`src/hdl/rml_cfg.svh`:
```
`ifndef RML_CFG_SVH
`define RML_CFG_SVH

// ----------------------------------------
// register offsets (byte addresses)
// ----------------------------------------
`define RML_CTL_OFS    12'h880
`define RML_CNT_OFS    12'h88c

// ----------------------------------------
// control register field positions
// ----------------------------------------
`define RML_EN_BIT     0
`define RML_OVR_LSB    1
`define RML_OVR_MSB    4
`define RML_LIM_LSB    6
`define RML_LIM_MSB    15
`define RML_ADJ_LSB    16
`define RML_ADJ_MSB    31
`define RML_ADJ_SIGN   31

// ----------------------------------------
// reset values
// ----------------------------------------
`define RML_EN_RST     1'h0
`define RML_OVR_RST    4'h2
`define RML_LIM_RST    10'h010
`define RML_ADJ_RST    16'h0000
`define RML_CNT_RST    16'h0000

// ----------------------------------------
// estimate and counter constants
// ----------------------------------------
`define RML_CONST_EST  13'h0010
`define RML_DEC_UNIT   24'h000800
`define RML_FRAC_BITS  11
`define RML_RPT_LSB    8
`define RML_RCB_ROUND  12'h00f

`endif

```
`src/hdl/rml_pkg.sv`:
```
package rml_pkg;

   // metering state of the port
   typedef enum logic {
      RML_IDLE,
      RML_METER
   } rml_state_t;

   // fixed-point metering counter, 13.11
   typedef logic [23:0] rml_cnt_t;

endpackage

```
`src/hdl/rml_estimator.sv`:
```
`timescale 1ns/1ps
`include "rml_cfg.svh"

module rml_estimator
   import rml_pkg::*;
(
   // request description
   input  wire logic [9:0]  len_dw,
   input  wire logic [3:0]  addr_dw,
   input  wire logic        mem_rd,
   // settings
   input  wire logic [3:0]  ovr_factor,
   input  wire logic [9:0]  const_limit,
   // result
   output rml_cnt_t         est_init,
   output logic [10:0]      dw_need
);

   logic [10:0] len_full;
   logic [11:0] span;
   logic [7:0]  n_cpl;
   logic [3:0]  ovr_eff;
   logic [11:0] ovh;
   logic [12:0] est_calc;
   logic [12:0] est_sel;

   // a length field of zero means 1024 dwords
   assign len_full = (len_dw == 10'h000) ? 11'h400 : {1'b0, len_dw};
   assign dw_need  = len_full;

   // completions split on 64-byte boundaries (16 dwords)
   assign span  = {1'b0, len_full} + {8'h00, addr_dw} + `RML_RCB_ROUND;
   assign n_cpl = span[11:4];

   // overhead only charged on memory reads
   assign ovr_eff  = mem_rd ? ovr_factor : 4'h0;
   assign ovh      = {8'h00, ovr_eff} * {4'h0, n_cpl};
   assign est_calc = {2'h0, len_full} + {1'b0, ovh};

   // small reads take the fixed estimate
   assign est_sel = (len_full <= {1'b0, const_limit}) ? `RML_CONST_EST : est_calc;

   // integer estimate, all fraction bits zero
   assign est_init = {est_sel, {`RML_FRAC_BITS{1'b0}}};

endmodule

```
`src/hdl/rml_meter.sv`:
```
`timescale 1ns/1ps
`include "rml_cfg.svh"

module rml_meter
   import rml_pkg::*;
(
   // clock and reset
   input  wire logic mclk,
   input  wire logic rst,
   // control
   input  wire logic     load,
   input  rml_cnt_t      load_val,
   input  wire logic     clear,
   input  rml_cnt_t      dec_amt,
   // state
   output rml_cnt_t      cnt
);

   rml_cnt_t cnt_ff;
   rml_cnt_t nxt_cnt;

   // load, clear or drain toward zero without wrapping
   always_comb begin
      nxt_cnt = cnt_ff;
      if (load) begin
         nxt_cnt = load_val;
      end else if (clear) begin
         nxt_cnt = '0;
      end else if (cnt_ff > dec_amt) begin
         nxt_cnt = cnt_ff - dec_amt;
      end else begin
         nxt_cnt = '0;
      end
   end

   // counter register
   always_ff @(posedge mclk or posedge rst) begin
      if (rst) begin
         cnt_ff <= '0;
      end else begin
         cnt_ff <= nxt_cnt;
      end
   end

   assign cnt = cnt_ff;

endmodule

```
`src/hdl/rml_limiter.sv`:
```
`timescale 1ns/1ps
`include "rml_cfg.svh"

module rml_limiter
   import rml_pkg::*;
(
   // clock and reset
   input  wire logic        mclk,
   input  wire logic        rst,
   // register port
   input  wire logic [11:0] reg_addr,
   input  wire logic [31:0] reg_wdata,
   input  wire logic        reg_wr,
   input  wire logic        reg_rd,
   output logic [31:0]      reg_rdata,
   // non-posted read requests
   input  wire logic        req_valid,
   input  wire logic        req_mem_rd,
   input  wire logic [9:0]  req_len_dw,
   input  wire logic [3:0]  req_addr_dw,
   output logic             req_ready
);

   // ----------------------------------------
   // declarations
   // ----------------------------------------
   logic        ctl_en_ff;
   logic [3:0]  ctl_ovr_ff;
   logic [9:0]  ctl_lim_ff;
   logic [15:0] ctl_adj_ff;
   logic [15:0] count_ff;
   logic [31:0] rdata_ff;
   logic        ready_ff;
   rml_state_t  state_ff;

   logic        nxt_ctl_en;
   logic [3:0]  nxt_ctl_ovr;
   logic [9:0]  nxt_ctl_lim;
   logic [15:0] nxt_ctl_adj;
   logic [15:0] nxt_count;
   logic [31:0] nxt_rdata;
   logic        nxt_ready;
   rml_state_t  nxt_state;

   logic        accept;
   logic        load;
   logic        clear;
   rml_cnt_t    est_init;
   rml_cnt_t    dec_amt;
   rml_cnt_t    cnt_q;
   logic [10:0] dw_need;

   // ----------------------------------------
   // estimate and counter
   // ----------------------------------------

   // completion size estimate for the offered request
   rml_estimator u_est (
      .len_dw      (req_len_dw),
      .addr_dw     (req_addr_dw),
      .mem_rd      (req_mem_rd),
      .ovr_factor  (ctl_ovr_ff),
      .const_limit (ctl_lim_ff),
      .est_init    (est_init),
      .dw_need     (dw_need)
   );

   // one unit per tick plus the adjustment; sign bit is not used
   assign dec_amt = `RML_DEC_UNIT + {9'h000, ctl_adj_ff[14:0]};

   // 13.11 metering counter
   rml_meter u_meter (
      .mclk     (mclk),
      .rst      (rst),
      .load     (load),
      .load_val (est_init),
      .clear    (clear),
      .dec_amt  (dec_amt),
      .cnt      (cnt_q)
   );

   // ----------------------------------------
   // request gating
   // ----------------------------------------

   assign accept = req_valid & ready_ff;

   // load on a request accepted while enabled, release when drained or disabled
   always_comb begin
      nxt_state = state_ff;
      load      = 1'b0;
      clear     = 1'b0;
      unique case (state_ff)
         RML_IDLE: begin
            if (accept && ctl_en_ff) begin
               load      = 1'b1;
               nxt_state = RML_METER;
            end
         end
         RML_METER: begin
            if (!ctl_en_ff) begin
               clear     = 1'b1;
               nxt_state = RML_IDLE;
            end else if (cnt_q <= dec_amt) begin
               nxt_state = RML_IDLE;
            end
         end
      endcase
      nxt_ready = (nxt_state == RML_IDLE);
   end

   // state and ready registers
   always_ff @(posedge mclk or posedge rst) begin
      if (rst) begin
         state_ff <= RML_IDLE;
         ready_ff <= 1'b1;
      end else begin
         state_ff <= nxt_state;
         ready_ff <= nxt_ready;
      end
   end

   assign req_ready = ready_ff;

   // ----------------------------------------
   // register file
   // ----------------------------------------

   // control writes; reserved bit 5 is dropped
   always_comb begin
      nxt_ctl_en  = ctl_en_ff;
      nxt_ctl_ovr = ctl_ovr_ff;
      nxt_ctl_lim = ctl_lim_ff;
      nxt_ctl_adj = ctl_adj_ff;
      if (reg_wr && reg_addr == `RML_CTL_OFS) begin
         nxt_ctl_en  = reg_wdata[`RML_EN_BIT];
         nxt_ctl_ovr = reg_wdata[`RML_OVR_MSB:`RML_OVR_LSB];
         nxt_ctl_lim = reg_wdata[`RML_LIM_MSB:`RML_LIM_LSB];
         nxt_ctl_adj = reg_wdata[`RML_ADJ_MSB:`RML_ADJ_LSB];
      end
   end

   // report the 13.3 view of every loaded initial value
   always_comb begin
      nxt_count = count_ff;
      if (load) begin
         nxt_count = est_init[23:`RML_RPT_LSB];
      end
   end

   // read data stands only in the cycle after the strobe
   always_comb begin
      nxt_rdata = 32'h0000_0000;
      if (reg_rd) begin
         unique case (reg_addr)
            `RML_CTL_OFS: begin
               nxt_rdata = {ctl_adj_ff, ctl_lim_ff, 1'b0,
                            ctl_ovr_ff, ctl_en_ff};
            end
            `RML_CNT_OFS: begin
               nxt_rdata = {16'h0000, count_ff};
            end
            default: begin
               nxt_rdata = 32'h0000_0000;
            end
         endcase
      end
   end

   // register storage
   always_ff @(posedge mclk or posedge rst) begin
      if (rst) begin
         ctl_en_ff  <= `RML_EN_RST;
         ctl_ovr_ff <= `RML_OVR_RST;
         ctl_lim_ff <= `RML_LIM_RST;
         ctl_adj_ff <= `RML_ADJ_RST;
         count_ff   <= `RML_CNT_RST;
         rdata_ff   <= 32'h0000_0000;
      end else begin
         ctl_en_ff  <= nxt_ctl_en;
         ctl_ovr_ff <= nxt_ctl_ovr;
         ctl_lim_ff <= nxt_ctl_lim;
         ctl_adj_ff <= nxt_ctl_adj;
         count_ff   <= nxt_count;
         rdata_ff   <= nxt_rdata;
      end
   end

   assign reg_rdata = rdata_ff;

   // ----------------------------------------
   // checks
   // ----------------------------------------

   // disabled port lets requests through untouched
   AST_NO_METER_OFF: assert property (
      @(posedge mclk) disable iff (rst)
      (accept && !ctl_en_ff) |=> (ready_ff && cnt_q == '0)
   ) else $error("request metered while disabled");

   // enabled accept loads the estimate and closes the gate
   AST_LOAD: assert property (
      @(posedge mclk) disable iff (rst)
      (accept && ctl_en_ff) |=> (cnt_q == $past(est_init)) && !ready_ff
   ) else $error("estimate not loaded on accepted request");

   // memory read overhead lifts estimate above raw length
   AST_OVERHEAD: assert property (
      @(posedge mclk) disable iff (rst)
      (req_valid && req_mem_rd && dw_need > {1'b0, ctl_lim_ff})
      |-> (est_init[23:11] >= {2'h0, dw_need} + {9'h000, ctl_ovr_ff})
   ) else $error("overhead factor not applied");

   // small reads get the constant estimate
   AST_CONST: assert property (
      @(posedge mclk) disable iff (rst)
      (req_valid && dw_need <= {1'b0, ctl_lim_ff})
      |-> (est_init[23:11] == `RML_CONST_EST)
   ) else $error("constant estimate not used");

   // large reads never fall below their length
   AST_CALC: assert property (
      @(posedge mclk) disable iff (rst)
      (req_valid && dw_need > {1'b0, ctl_lim_ff})
      |-> (est_init[23:11] >= {2'h0, dw_need})
   ) else $error("computed estimate too small");

   // counter falls by the exact decrement each cycle
   AST_DEC: assert property (
      @(posedge mclk) disable iff (rst)
      (state_ff == RML_METER && ctl_en_ff && cnt_q > dec_amt)
      |=> (cnt_q == $past(cnt_q) - $past(dec_amt))
   ) else $error("counter decrement wrong");

   // drain ends at zero and reopens the gate
   AST_SAT: assert property (
      @(posedge mclk) disable iff (rst)
      (state_ff == RML_METER && ctl_en_ff && cnt_q <= dec_amt)
      |=> (cnt_q == '0) && ready_ff
   ) else $error("counter did not saturate at zero");

   // gate stays closed while metering
   AST_HOLD: assert property (
      @(posedge mclk) disable iff (rst)
      (state_ff == RML_METER) |-> !ready_ff
   ) else $error("request accepted while metering");

   // report follows the load and its low fraction bits are zero
   AST_REPORT: assert property (
      @(posedge mclk) disable iff (rst)
      load |=> (count_ff == $past(est_init[23:8])) && ($past(est_init[7:0]) == 8'h00)
   ) else $error("initial count report wrong");

   // reserved control bit 5 reads as zero
   AST_RSVD: assert property (
      @(posedge mclk) disable iff (rst)
      (reg_rd && reg_addr == `RML_CTL_OFS) ##1 1'b1
      |-> (reg_rdata[5] == 1'b0)
   ) else $error("reserved control bit not zero");

   // read data only stands after a read strobe
   AST_RD_IDLE: assert property (
      @(posedge mclk) disable iff (rst)
      !reg_rd |=> (reg_rdata == 32'h0000_0000)
   ) else $error("read data outside read slot");

   // counter above zero always holds the gate closed
   AST_GATE_CNT: assert property (
      @(posedge mclk) disable iff (rst)
      (cnt_q != '0) |-> !ready_ff
   ) else $error("gate open while counter above zero");

   // counter rests at zero whenever no request is metered
   AST_IDLE_ZERO: assert property (
      @(posedge mclk) disable iff (rst)
      (state_ff == RML_IDLE) |-> (cnt_q == '0)
   ) else $error("counter not zero while idle");

   // dropping enable mid-drain clears the counter at once
   AST_ABORT: assert property (
      @(posedge mclk) disable iff (rst)
      (state_ff == RML_METER && !ctl_en_ff) |=> (cnt_q == '0) && ready_ff
   ) else $error("disable did not abort metering");

   // writes elsewhere leave every control field alone
   AST_CTL_KEEP: assert property (
      @(posedge mclk) disable iff (rst)
      !(reg_wr && reg_addr == `RML_CTL_OFS)
      |=> $stable(ctl_en_ff) && $stable(ctl_ovr_ff) && $stable(ctl_lim_ff) && $stable(ctl_adj_ff)
   ) else $error("control changed without a control write");

   // report changes only when a request is metered
   AST_COUNT_KEEP: assert property (
      @(posedge mclk) disable iff (rst)
      !load |=> $stable(count_ff)
   ) else $error("initial count changed without a load");

endmodule

```
`config.mk`:
```
export PLATFORM = sky130hd
export DESIGN_NAME = rml_limiter
export DESIGN_NICKNAME = d
export VERILOG_FILES = /design/src/hdl/rml_pkg.sv /design/src/hdl/rml_estimator.sv /design/src/hdl/rml_meter.sv /design/src/hdl/rml_limiter.sv
export VERILOG_INCLUDE_DIRS = /design/src /design/src/hdl
export SDC_FILE = /design/constraint.sdc
export NUM_CORES = 1
export LEC_CHECK = 0
export BUFFER_PORTS_ARGS = -buffer_cell sky130_fd_sc_hd__buf_2
export CAP_MARGIN = 20
export CORE_MARGIN = 10
export CORE_UTILIZATION = 41
export CTS_CLUSTER_SIZE = 30
export DETAILED_ROUTE_END_ITERATION = 10
export SYNTH_ARGS = -nofsm -noshare
export SYNTH_HDL_FRONTEND = slang
export SYNTH_SLANG_ARGS = --single-unit
```
`constraint.sdc`:
```
create_clock -name mclk -period 5.02 [get_ports mclk]
set_input_delay 1.255 -clock mclk [delete_from_list [all_inputs] [get_ports mclk]]
set_output_delay 1.255 -clock mclk [all_outputs]
set_load 0.01 [all_outputs]
```
==> results of run 1 <==
-- flip-flops by register name (all words and copies together), names as in the netlist --
signal and flops:
count_ff 13, ctl_adj_ff 16, ctl_en_ff 1, ctl_lim_ff 10, ctl_ovr_ff 4, reg_rdata 32
req_ready 1, state_ff 1, u_meter.cnt 24
-- what timing repair did --
action	4_1_cts	5_1_grt
setup endpoints to repair	20	20
pin swaps	30	38
resized for setup	35	38
setup buffers	6	7
-- worst max path at each step --
stage / slack [ps] / endpoint / from
after floorplan: -710 / u_meter.cnt[22]$_DFF_PP0_ / req_addr_dw[2]
after global placement: -1060 / u_meter.cnt[22]$_DFF_PP0_ / req_len_dw[2]
after detailed placement: -1130 / u_meter.cnt[22]$_DFF_PP0_ / req_len_dw[2]
after CTS: -680 / u_meter.cnt[22]$_DFF_PP0_ / req_len_dw[2]
after global routing: -790 / u_meter.cnt[22]$_DFF_PP0_ / req_len_dw[2]
final: -600 / count_ff[10]$_DFFE_PP0P_ / req_len_dw[2]
-- Yosys cell counts (4+ instances only) --
cell	instances	area share, %
dfrtp_1	99	36
inv_1	75	4.1
ha_1	53	9.8
nor2_1	41	2.3
a21oi_1	36	2.7
mux2_2	32	5.3
nand2_1	29	1.6
clkbuf_1	23	1.3
o21ai_0	23	1.7
fa_1	22	6.5
a22o_1	21	2.7
nand3_1	20	1.5
nor4_1	14	1.3
xnor2_1	14	1.8
a21o_1	12	1.3
and2_1	11	1.0
nor3_1	10	0.74
xor2_1	9	1.2
nand4_1	8	0.74
mux2i_1	7	1.0
o21a_1	7	0.77
nand2b_1	6	0.55
or2_2	6	0.55
or3_1	6	0.55
a211oi_1	5	0.55
buf_2	5	0.37
nor2b_1	5	0.46
o211ai_1	5	0.55
o31ai_1	5	0.55
a31oi_1	4	0.37
and3_1	4	0.37
buf_1	4	0.22
o21bai_1	4	0.44
-- worst reg2reg max path: cells and delay by family (launching register included) --
kind,cells,cell delay (ps)
adders and majority gates,4,1770
DFF,1,580
buffers and inverters,5,500
AOI/OAI and AO/OA,4,470
and+or+nand+nor,3,470
xor gates and xnor gates,1,200
muxes,1,160
-- power by group through the flow --
stage	clock network, mW	logic (mW)	registers, mW
6_report	0.703	1.29	0.988
5_1_grt	0.760	1.44	0.996
4_1_cts	0.718	1.26	0.988
3_5_place_dp	0	1.24	1.00
3_3_place_gp	0	1.21	0.999
2_1_floorplan	0	0.962	0.983
-- area by class of cell --
| class | instances | area, um^2 | area share [%] |
|---|---|---|---|
| multi-input cells | 475 | 4270 | 48.7 |
| flip-flops and latches | 102 | 2560 | 29.2 |
| repair buffers | 164 | 1060 | 12.1 |
| inverters | 75 | 304 | 3.47 |
| well taps | 216 | 270 | 3.09 |
| clock buffers | 10 | 229 | 2.62 |
| clock inverters | 6 | 67.6 | 0.772 |
-- cell families after synthesis --
| kind of cell | Yosys count | share of synthesized area, % |
|---|---|---|
| XOR/XNOR | 23 | 2.97 |
| AO/OA/AOI/OAI | 159 | 17.1 |
| other | 1 | 0.0552 |
| buffers and inverters | 108 | 6.12 |
| multiplexers | 39 | 6.34 |
| flip-flops | 102 | 37.7 |
| AND/OR/NAND/NOR | 175 | 13.5 |
| adder cells (fa/ha/maj) | 75 | 16.3 |
-- per-layer routing --
layer | part of all wire, % | vias to the layer above | GRT usage (%)
met2 | 46 | 157 | 26.2
li1 | - | 2698 | -
met4 | 0.88 | 0 | 3.57
met5 | 0 | - | 0
met3 | 6.9 | 10 | 4.46
met1 | 46 | 2794 | 22.7
-- through the flow --
step | power, mW | cell area (um^2) | instances | TNS [ps] | util (%)
final | 2.98 | 8750 | 1048 | -7740 | 54.5
after global routing | 3.19 | 8750 | 1048 | -10990 | 54.5
after CTS | 2.97 | 8480 | 1041 | -7850 | 52.8
after detailed placement | 2.24 | 8030 | 1022 | -17580 | 50.0
after global placement | 2.21 | 8030 | 1022 | -16400 | 50.0
after floorplan | 1.95 | 6970 | 685 | -7540 | -
==> qor.txt, run 1 <==
DIE HEIGHT: 149 um
status: finished with violations
kind of critical path: in -> reg
main flop type after synthesis: dfrtp_1
Final Hold Viols: 0
critical path startpoint category: primary input
slowest CP cell: fa_1
Final period util: 112%
Max Freq: 0.178 GHz
Post-Route WL: 18.4 mm
Hold Path Sink: count_ff[5]$_DFFE_PP0P_
leakage: 4.19 nW
worst reg-to-reg setup slack: 760 ps
YS warnings: 0
# H-tree levels: 3
GRT Residual Overflow: 0
internal cell power: 1.87 mW
Pre-Repair DR Iteration Count: 5
row count: 46
clock skew: 5.69 ps
RSZ-0062 raised after global routing: true
Comb pwr share: 43.3%
Wirelength per Cell: 17.5 um
post-synthesis instance total: 682
fill count: 1381
CP top delay family: adder cells
most frequent cells in the layout: dfrtp_1 (99), buf_2 (93), inv_1 (66), buf_4 (58), ha_1 (45)
vias in the first global route: 5702
clk sinks: 102
Critical Path Max Stage Delay: 560 ps
clk slew on worst S/H paths: 70 ps
R2R Path End: count_ff[10]$_DFFE_PP0P_
clk_lat worst skew: 350 ps
IO Pins: 97
clock buffer count from CTS: 9
post-route minimum period: 5620 ps
crit path capture type: register
Layout Nets: 966
RD Place Congestion: 0.897
asr flop ratio synth: 100%
post-synth cell types: 70
Area Overhead vs Synth: 28.9%
Initial Util: 42.3%
Setup violations, final: 17
Relative slew margins: 36.3%
Worst Path Required: 5250 ps
max-cap violations: 0
clock network power share: 23.6%
Switching Fraction: 37.2%
register bit total from synthesis: 102
violated checks: setup timing
largest net degree at the start of global routing: 75
pwr/cell area: 341 nW/um^2
cells on worst reg2reg path: 18
Setup WS pre-CTS: -1130 ps
slew of the pin with the lowest slew margin: 955 ps
synthesized area: 6790 um^2
DIE AREA: 22100 um^2
Reg power frac: 33.1%
DP HPWL: 14.4 mm
1st-iter DRT viols: 320
Arrival @ worst endpoint: 5840 ps
first-pass GRT wire length: 30.0 mm
vias: 5659
DRC: 0
final setup margin: -598 ps
TritonCTS clock tree: done
I/O Buffers: 95
# hold bufs at CTS: 0
Die W: 149 um
Syn Area/Cell: 9.95 um^2
initial antenna violation count: 0
Post-synth EDFFs: 0
Root Driver: clkbuf_16
number of vias per cell: 5.40
ant diodes: 0
max-slew violations: 0
core area: 16100 um^2
Min-Delay Path Depth: 2
worst hold start: count_ff[5]$_DFFE_PP0P_
P_sw: 1.11 mW
largest vdd supply drop: 0.166 mV
Seq/Total Area, Yosys: 37.7%
Crit Reg-Reg Startpoint: ctl_ovr_ff[1]$_DFFE_PP1P_
WP depth: 26
clk buf depth: 2
HP Class: reg -> reg
maximum net fanout on the critical path: 4
ratio of cells with drive above 1 in the final layout: 35.1%
number of buffer and inverter stages on the critical path: 8
commonest non-fill, non-tap cell in the layout: dfrtp_1
gr usage total: 16.8%
hold_ws: 479 ps
Routed Antenna Nets: 0
(Power assumes the default switching activity.)
==> run 2, diff against run 1 <==
--- a/config.mk
+++ b/config.mk
@@ -14,4 +14,5 @@
 export DETAILED_ROUTE_END_ITERATION = 10
 export SYNTH_ARGS = -nofsm -noshare
 export SYNTH_HDL_FRONTEND = slang
+export SYNTH_HIERARCHICAL = 1
 export SYNTH_SLANG_ARGS = --single-unit
==> run 2 against run 1 <==
Effect of this change: the flow still finishes with violations (setup timing); clock skew shrank 0.71 ps; register-to-register slack gained 90 ps; final area grew 8.4%; cell count grew 15%; hold slack lost 1.4 ps; utilization shrank 2.4 points; sequential power shrank 14%; first-iteration DRC count shrank 8.8%; synthesized cell count grew 22%; largest cell class unchanged.
==> qor.txt, run 2 <==
row count: 49 (+6.5%)
1st-iter DRT viols: 292 (-8.8%)
Syn Area/Cell: 9.25 um^2 (-7.1%)
core area: 18200 um^2 (+13%)
DIE HEIGHT: 157 um (+5.4%)
largest vdd supply drop: 0.172 mV (+4.0%)
DIE AREA: 24600 um^2 (+11%)
Setup violations, final: 17 (unchanged)
I/O Buffers: 95 (unchanged)
number of vias per cell: 5.09 (-5.7%)
placed cells: 1177 (+15%)
Overall Power: 1.85 mW (-38%)
most frequent cells in the layout: inv_1 (105), dfrtp_1 (102), buf_2 (91), nand2_1 (79), ha_1 (68)
Routed Antenna Nets: 0 (unchanged)
fin cells: 1204 (+15%)
# H-tree levels: 3 (unchanged)
hold_ws: 478 ps (-1.35 ps)
clk slew on worst S/H paths: 80 ps (about the same)
gr usage total: 15.6% (-1.1 points)
RSZ-0062 raised after global routing: true
Cell Area, Placed: 8840 um^2 (+10%)
final setup margin: -575 ps (+23.6 ps)
Pre-Repair DR Iteration Count: 5 (unchanged)
TritonCTS clock tree: done
Final Hold Viols: 0 (unchanged)
synthesized area: 7670 um^2 (+13%)
leakage: 4.83 nW (+15%)
first-pass GRT wire length: 31.0 mm (+3.5%)
crit path capture type: register
vias in the first global route: 6132 (+7.5%)
critical path startpoint category: primary input
Finished Cell Area: 9480 um^2 (+8.4%)
pwr/cell area: 195 nW/um^2 (-43%)
clk sinks: 105 (+2.9%)
Root Driver: clkbuf_16
YS warnings: 6 (+6)
worst-path cell chain: buf_12 > inv_12 > ha_4 > inv_2 > ha_4 > o211ai_1 > a21oi_2 > buf_6 > buf_4 > nand2_4 > xnor2_4 > or2_4 > fa_1 > fa_1 > fa_1 > inv_2 > ha_4 > nand2b_4 > a21o_1 > a32oi_2 > mux2i_1 > xnor2_1 > nor2_1 > a32o_2
max-slew violations: 0 (unchanged)
clk_lat worst skew: 360 ps (about the same)
largest net degree at the start of global routing: 46 (-39%)
slew of the pin with the lowest slew margin: 780 ps (-175 ps)
CP top delay family: adder cells
Critical Path Max Stage Delay: 510 ps (-50 ps)
DRC: 0 (unchanged)
fill count: 1681 (+22%)
status: finished with violations
ratio of cells with drive above 1 in the final layout: 29.4% (-5.7 points)
Post-Route WL: 18.9 mm (+2.9%)
Relative slew margins: 48.0% (+12 points)
post-synthesis instance total: 829 (+22%)
clk buf depth: 2 (unchanged)
Initial Util: 42.1% (-0.16 points)
kind of critical path: in -> reg
Worst Path Required: 5270 ps (+20 ps)
HP Class: reg -> reg
IO Pins: 97 (unchanged)
commonest non-fill, non-tap cell in the layout: inv_1
Layout Utilization: 52.1% (-2.4 points)
Wirelength per Cell: 15.7 um (-10%)
initial antenna violation count: 0 (unchanged)
Final period util: 111% (-0.47 points)
ant diodes: 0 (unchanged)
Arrival @ worst endpoint: 5850 ps (about the same)
Layout Nets: 1133 (+17%)
max reg flops: 32 (unchanged)
number of buffer and inverter stages on the critical path: 6 (-2)
slowest CP cell: fa_1
maximum net fanout on the critical path: 5 (+1)
RD Place Congestion: 0.860 (-4.1%)
clock buffer count from CTS: 9 (unchanged)
vias: 6134 (+8.4%)
GRT Residual Overflow: 0 (unchanged)
DP HPWL: 15.1 mm (+4.4%)
Area Overhead vs Synth: 23.7%
violated checks: setup timing
Max Freq: 0.179 GHz (+0.42%)
max-cap violations: 0 (unchanged)
post-route minimum period: 5590 ps (-23.6 ps)
clock skew: 4.97 ps (-0.713 ps)
Die W: 157 um (+5.4%)
[run 2: tightest hold or removal path, cell delays in order, from the launching register on]
cell and delay [ps]:
dfrtp_1 340, nand2_1 50, nand2_1 50
[run 2: repair_timing]
item / CTS / global route
gates resized for setup: 37 / 20
endpoints found under the setup margin: 20 / 18
hold buffers: 0 / 0
pin swaps: 31 / 22
setup buffers: 6 / 3
[run 2: stage by stage]
stage	setup slack [ps]	setup TNS (ps)
3_5_place_dp	-1150	-16900
3_3_place_gp	-1070	-15580
2_1_floorplan	-683	-5250
6_report	-575	-5990
4_1_cts	-484	-4600
5_1_grt	-735	-9430
[run 2: worst paths after layout]
kind	startpoint	to	slack [ps]	depth (start not counted)
worst max-delay path	req_len_dw[2]	u_meter/cnt[22]$_DFF_PP0_	-570	24
worst min-delay path	count_ff[5]$_DFFE_PP0P_	count_ff[5]$_DFFE_PP0P_	480	2
worst max register to register	ctl_ovr_ff[1]$_DFFE_PP1P_	u_meter/cnt[22]$_DFF_PP0_	850	14
worst min register to register	count_ff[5]$_DFFE_PP0P_	count_ff[5]$_DFFE_PP0P_	480	2
max in group asynchronous	rst	ctl_lim_ff[4]$_DFFE_PP1P_	3040	3
min in group asynchronous	rst	u_meter/cnt[6]$_DFF_PP0_	960	2
[run 2: report_power, final]
group          total [mW]  internal (mW)  switching, mW
sequential          0.853          0.849        0.00333
combinational       0.284          0.133          0.151
clock               0.710          0.352          0.358
[run 2: routing by layer]
metal	GRT usage (%)	vias up	part of all wire, %
li1	-	3074	-
met1	21.7	2945	49
met2	24.6	103	45
met3	2.88	12	4.4
met4	3.78	0	0.90
met5	0	-	0
[run 2: layout make-up]
type                            instances  area, um^2  share of cell area, %
Clock buffer                            9         225                   2.37
Clock inverter                          7        73.8                  0.778
Inverter                              120         474                   5.00
Multi-Input combinational cell        579        4810                   50.7
Sequential cell                       105        2630                   27.7
Tap cell                              229         287                   3.02
Timing Repair Buffer                  155         982                   10.4
==> run 3, diff against run 2 <==
--- a/config.mk
+++ b/config.mk
@@ -8,10 +8,12 @@
 export LEC_CHECK = 0
 export BUFFER_PORTS_ARGS = -buffer_cell sky130_fd_sc_hd__buf_2
 export CAP_MARGIN = 20
+export CORE_ASPECT_RATIO = 0.9
 export CORE_MARGIN = 10
 export CORE_UTILIZATION = 41
 export CTS_CLUSTER_SIZE = 30
 export DETAILED_ROUTE_END_ITERATION = 10
+export SKIP_CTS_REPAIR_TIMING = 1
 export SYNTH_ARGS = -nofsm -noshare
 export SYNTH_HDL_FRONTEND = slang
 export SYNTH_HIERARCHICAL = 1
==> run 3 against run 2 <==
Effect of this change: maximum frequency grew 1.1%; hold slack got worse by 4.7 ps; largest power group unchanged; largest cell class unchanged; first-iteration DRC count up 12%; clock-buffer cell count grew 2; the flow still finishes with violations (setup timing); clock skew rose by 4.1 ps; die area barely moved; total power rose by 1.7%.
==> qor.txt, run 3 (synthesized netlist as in run 2, its figures left out) <==
final setup margin: -513 ps (+61.4 ps)
TritonCTS clock tree: done
vias: 6144 (+0.16%)
setup TNS: -5810 ps (+174 ps)
hold_ws: 473 ps (-4.72 ps)
most frequent cells in the layout: inv_1 (103), dfrtp_1 (102), buf_2 (91), nand2_1 (80), ha_1 (68)
largest vdd supply drop: 0.157 mV (-9.0%)
ant diodes: 0 (unchanged)
Worst Path Required: 5270 ps (about the same)
Wirelength per Cell: 16.0 um (+1.9%)
max-slew violations: 0 (unchanged)
status: finished with violations
clk slew on worst S/H paths: 80 ps (about the same)
Comb pwr share: 15.4% (about the same)
vias in the first global route: 6133 (+0.016%)
clk_lat worst skew: 350 ps (about the same)
leakage: 4.84 nW (+0.17%)
Initial Util: 41.7% (-0.45 points)
area of the multi-input gates: 4840 um^2 (+0.62%)
first-pass GRT wire length: 31.5 mm (+1.4%)
Relative slew margins: 39.6% (-8.4 points)
HP Class: reg -> reg
kind of critical path: in -> reg
clock network power share: 39.2% (+0.8 points)
DIE HEIGHT: 150 um (-4.5%)
register area: 2630 um^2 (unchanged)
fill count: 1673 (-0.48%)
gr usage total: 15.9% (+0.28 points)
IO Pins: 97 (unchanged)
Cell Area, Placed: 8880 um^2 (+0.45%)
pwr/cell area: 196 nW/um^2 (+0.88%)
row count: 47 (-4.1%)
internal cell power: 1.39 mW (+4.4%)
DIE AREA: 24600 um^2 (about the same)
RD Place Congestion: 0.852 (-0.97%)
Die W: 164 um (+4.7%)
critical path startpoint category: primary input
clock buffer count from CTS: 9 (unchanged)
Layout Utilization: 51.9% (-0.14 points)
I/O Buffers: 95 (unchanged)
Pre-Repair DR Iteration Count: 4 (-1)
clock skew: 9.11 ps (+4.13 ps)
Root Driver: clkbuf_16
max-cap violations: 0 (unchanged)
met3 WL post-DR: 1.08 mm (+29%)
worst hold start: count_ff[5]$_DFFE_PP0P_
Overall Power: 1.88 mW (+1.7%)
commonest non-fill, non-tap cell in the layout: inv_1
clk sinks: 105 (unchanged)
largest net degree at the start of global routing: 56 (+22%)
Reg power frac: 45.4% (-0.8 points)
DP HPWL: 15.8 mm (+4.5%)
# H-tree levels: 3 (unchanged)
Crit Reg-Reg Startpoint: ctl_ovr_ff[1]$_DFFE_PP1P_
Arrival @ worst endpoint: 5780 ps (-70 ps)
DRC: 0 (unchanged)
violated checks: setup timing
clk buf depth: 2 (unchanged)
DRT met1 WL: 9.61 mm (+3.2%)
Final period util: 110% (-1.2 points)
crit path capture type: register
Final Hold Viols: 0 (unchanged)
critical path launch point: req_len_dw[3]
maximum net fanout on the critical path: 5 (unchanged)
P_sw: 0.485 mW (-5.4%)
Switching Fraction: 25.8% (-1.9 points)
1st-iter DRT viols: 328 (+12%)
Finished Cell Area: 9560 um^2 (+0.80%)
max layer used: met4
number of vias per cell: 5.05 (-0.91%)
slew of the pin with the lowest slew margin: 905 ps (+124 ps)
RSZ-0062 raised after global routing: true
initial antenna violation count: 0 (unchanged)
met2 wire length: 8.62 mm (+0.22%)
max reg flops: 32 (unchanged)
post-route minimum period: 5530 ps (-61.4 ps)
Area Overhead vs Synth: 24.7%
Layout Nets: 1130 (-0.26%)
Post-Route WL: 19.5 mm (+3.0%)
GRT Residual Overflow: 0 (unchanged)
Setup violations, final: 18 (+1)
core area: 18400 um^2 (+1.1%)
ratio of cells with drive above 1 in the final layout: 29.3% (-0.11 points)
Max Freq: 0.181 GHz (+1.1%)
Routed Antenna Nets: 0 (unchanged)
## run 3: cell count changes in the layout (fill, tap and decap cells not counted), sizes merged
cell and change:
buf -4, clkbuf +3, clkinv -2, bufinv +1, clkinvlp -1
## run 3: power by group through the flow
| stage | clock network (mW) | logic (mW) | registers, mW |
|---|---|---|---|
| final | 0.736 | 0.289 | 0.853 |
| after global routing | 0.787 | 0.322 | 0.854 |
| after CTS | 0.753 | 0.248 | 0.853 |
| after detailed placement | 0 | 0.247 | 0.870 |
| after global placement | 0 | 0.239 | 0.870 |
| after floorplan | 0 | 0.154 | 0.868 |
## run 3: final timing paths
| path | end | slack [ps] | depth (start not counted) |
|---|---|---|---|
| max in group asynchronous | ctl_ovr_ff[1]$_DFFE_PP1P_ | 3050 | 3 |
| setup / recovery | u_meter/cnt[22]$_DFF_PP0_ | -510 | 25 |
| hold / removal | count_ff[5]$_DFFE_PP0P_ | 470 | 2 |
| min in group asynchronous | u_meter/cnt[13]$_DFF_PP0_ | 950 | 2 |
| setup reg to reg | u_meter/cnt[22]$_DFF_PP0_ | 870 | 14 |
| hold reg to reg | count_ff[5]$_DFFE_PP0P_ | 470 | 2 |
## run 3: cell type report
type | count | area share [%]
Multi-Input combinational cell | 579 | 50.6
Sequential cell | 105 | 27.5
Timing Repair Buffer | 152 | 10.4
Inverter | 120 | 4.96
Tap cell | 245 | 3.21
Clock buffer | 11 | 2.54
Clock inverter | 5 | 0.707
## run 3: metrics by stage
stage | setup WS (ps) | std cells
2_1_floorplan | -683 | 850
3_3_place_gp | -1060 | 1192
3_5_place_dp | -1180 | 1193
4_1_cts | -804 | 1209
5_1_grt | -710 | 1217
6_report | -513 | 1217
## run 3: per-layer routing
layer / up-vias / GRT usage [%]
met4: 0 / 3.17
met3: 9 / 3.52
met1: 2971 / 22.8
met5: - / 0
li1: 3060 / -
met2: 104 / 24.1
## run 3: critical path: stages
cell and delay (ps):
buf_8 80, inv_6 30, ha_4 240, inv_2 40, ha_4 210, o21a_1 180
nor2_1 120, a21oi_2 50, buf_6 160, buf_6 130, xnor2_4 150, nor2_2 150
fa_2 460, fa_1 510, inv_1 50, fa_1 490, inv_2 40, ha_4 260
o211ai_1 90, a21o_1 190, a32oi_2 210, mux2i_1 250, xnor2_1 130, nor2_1 80
a32o_2 220
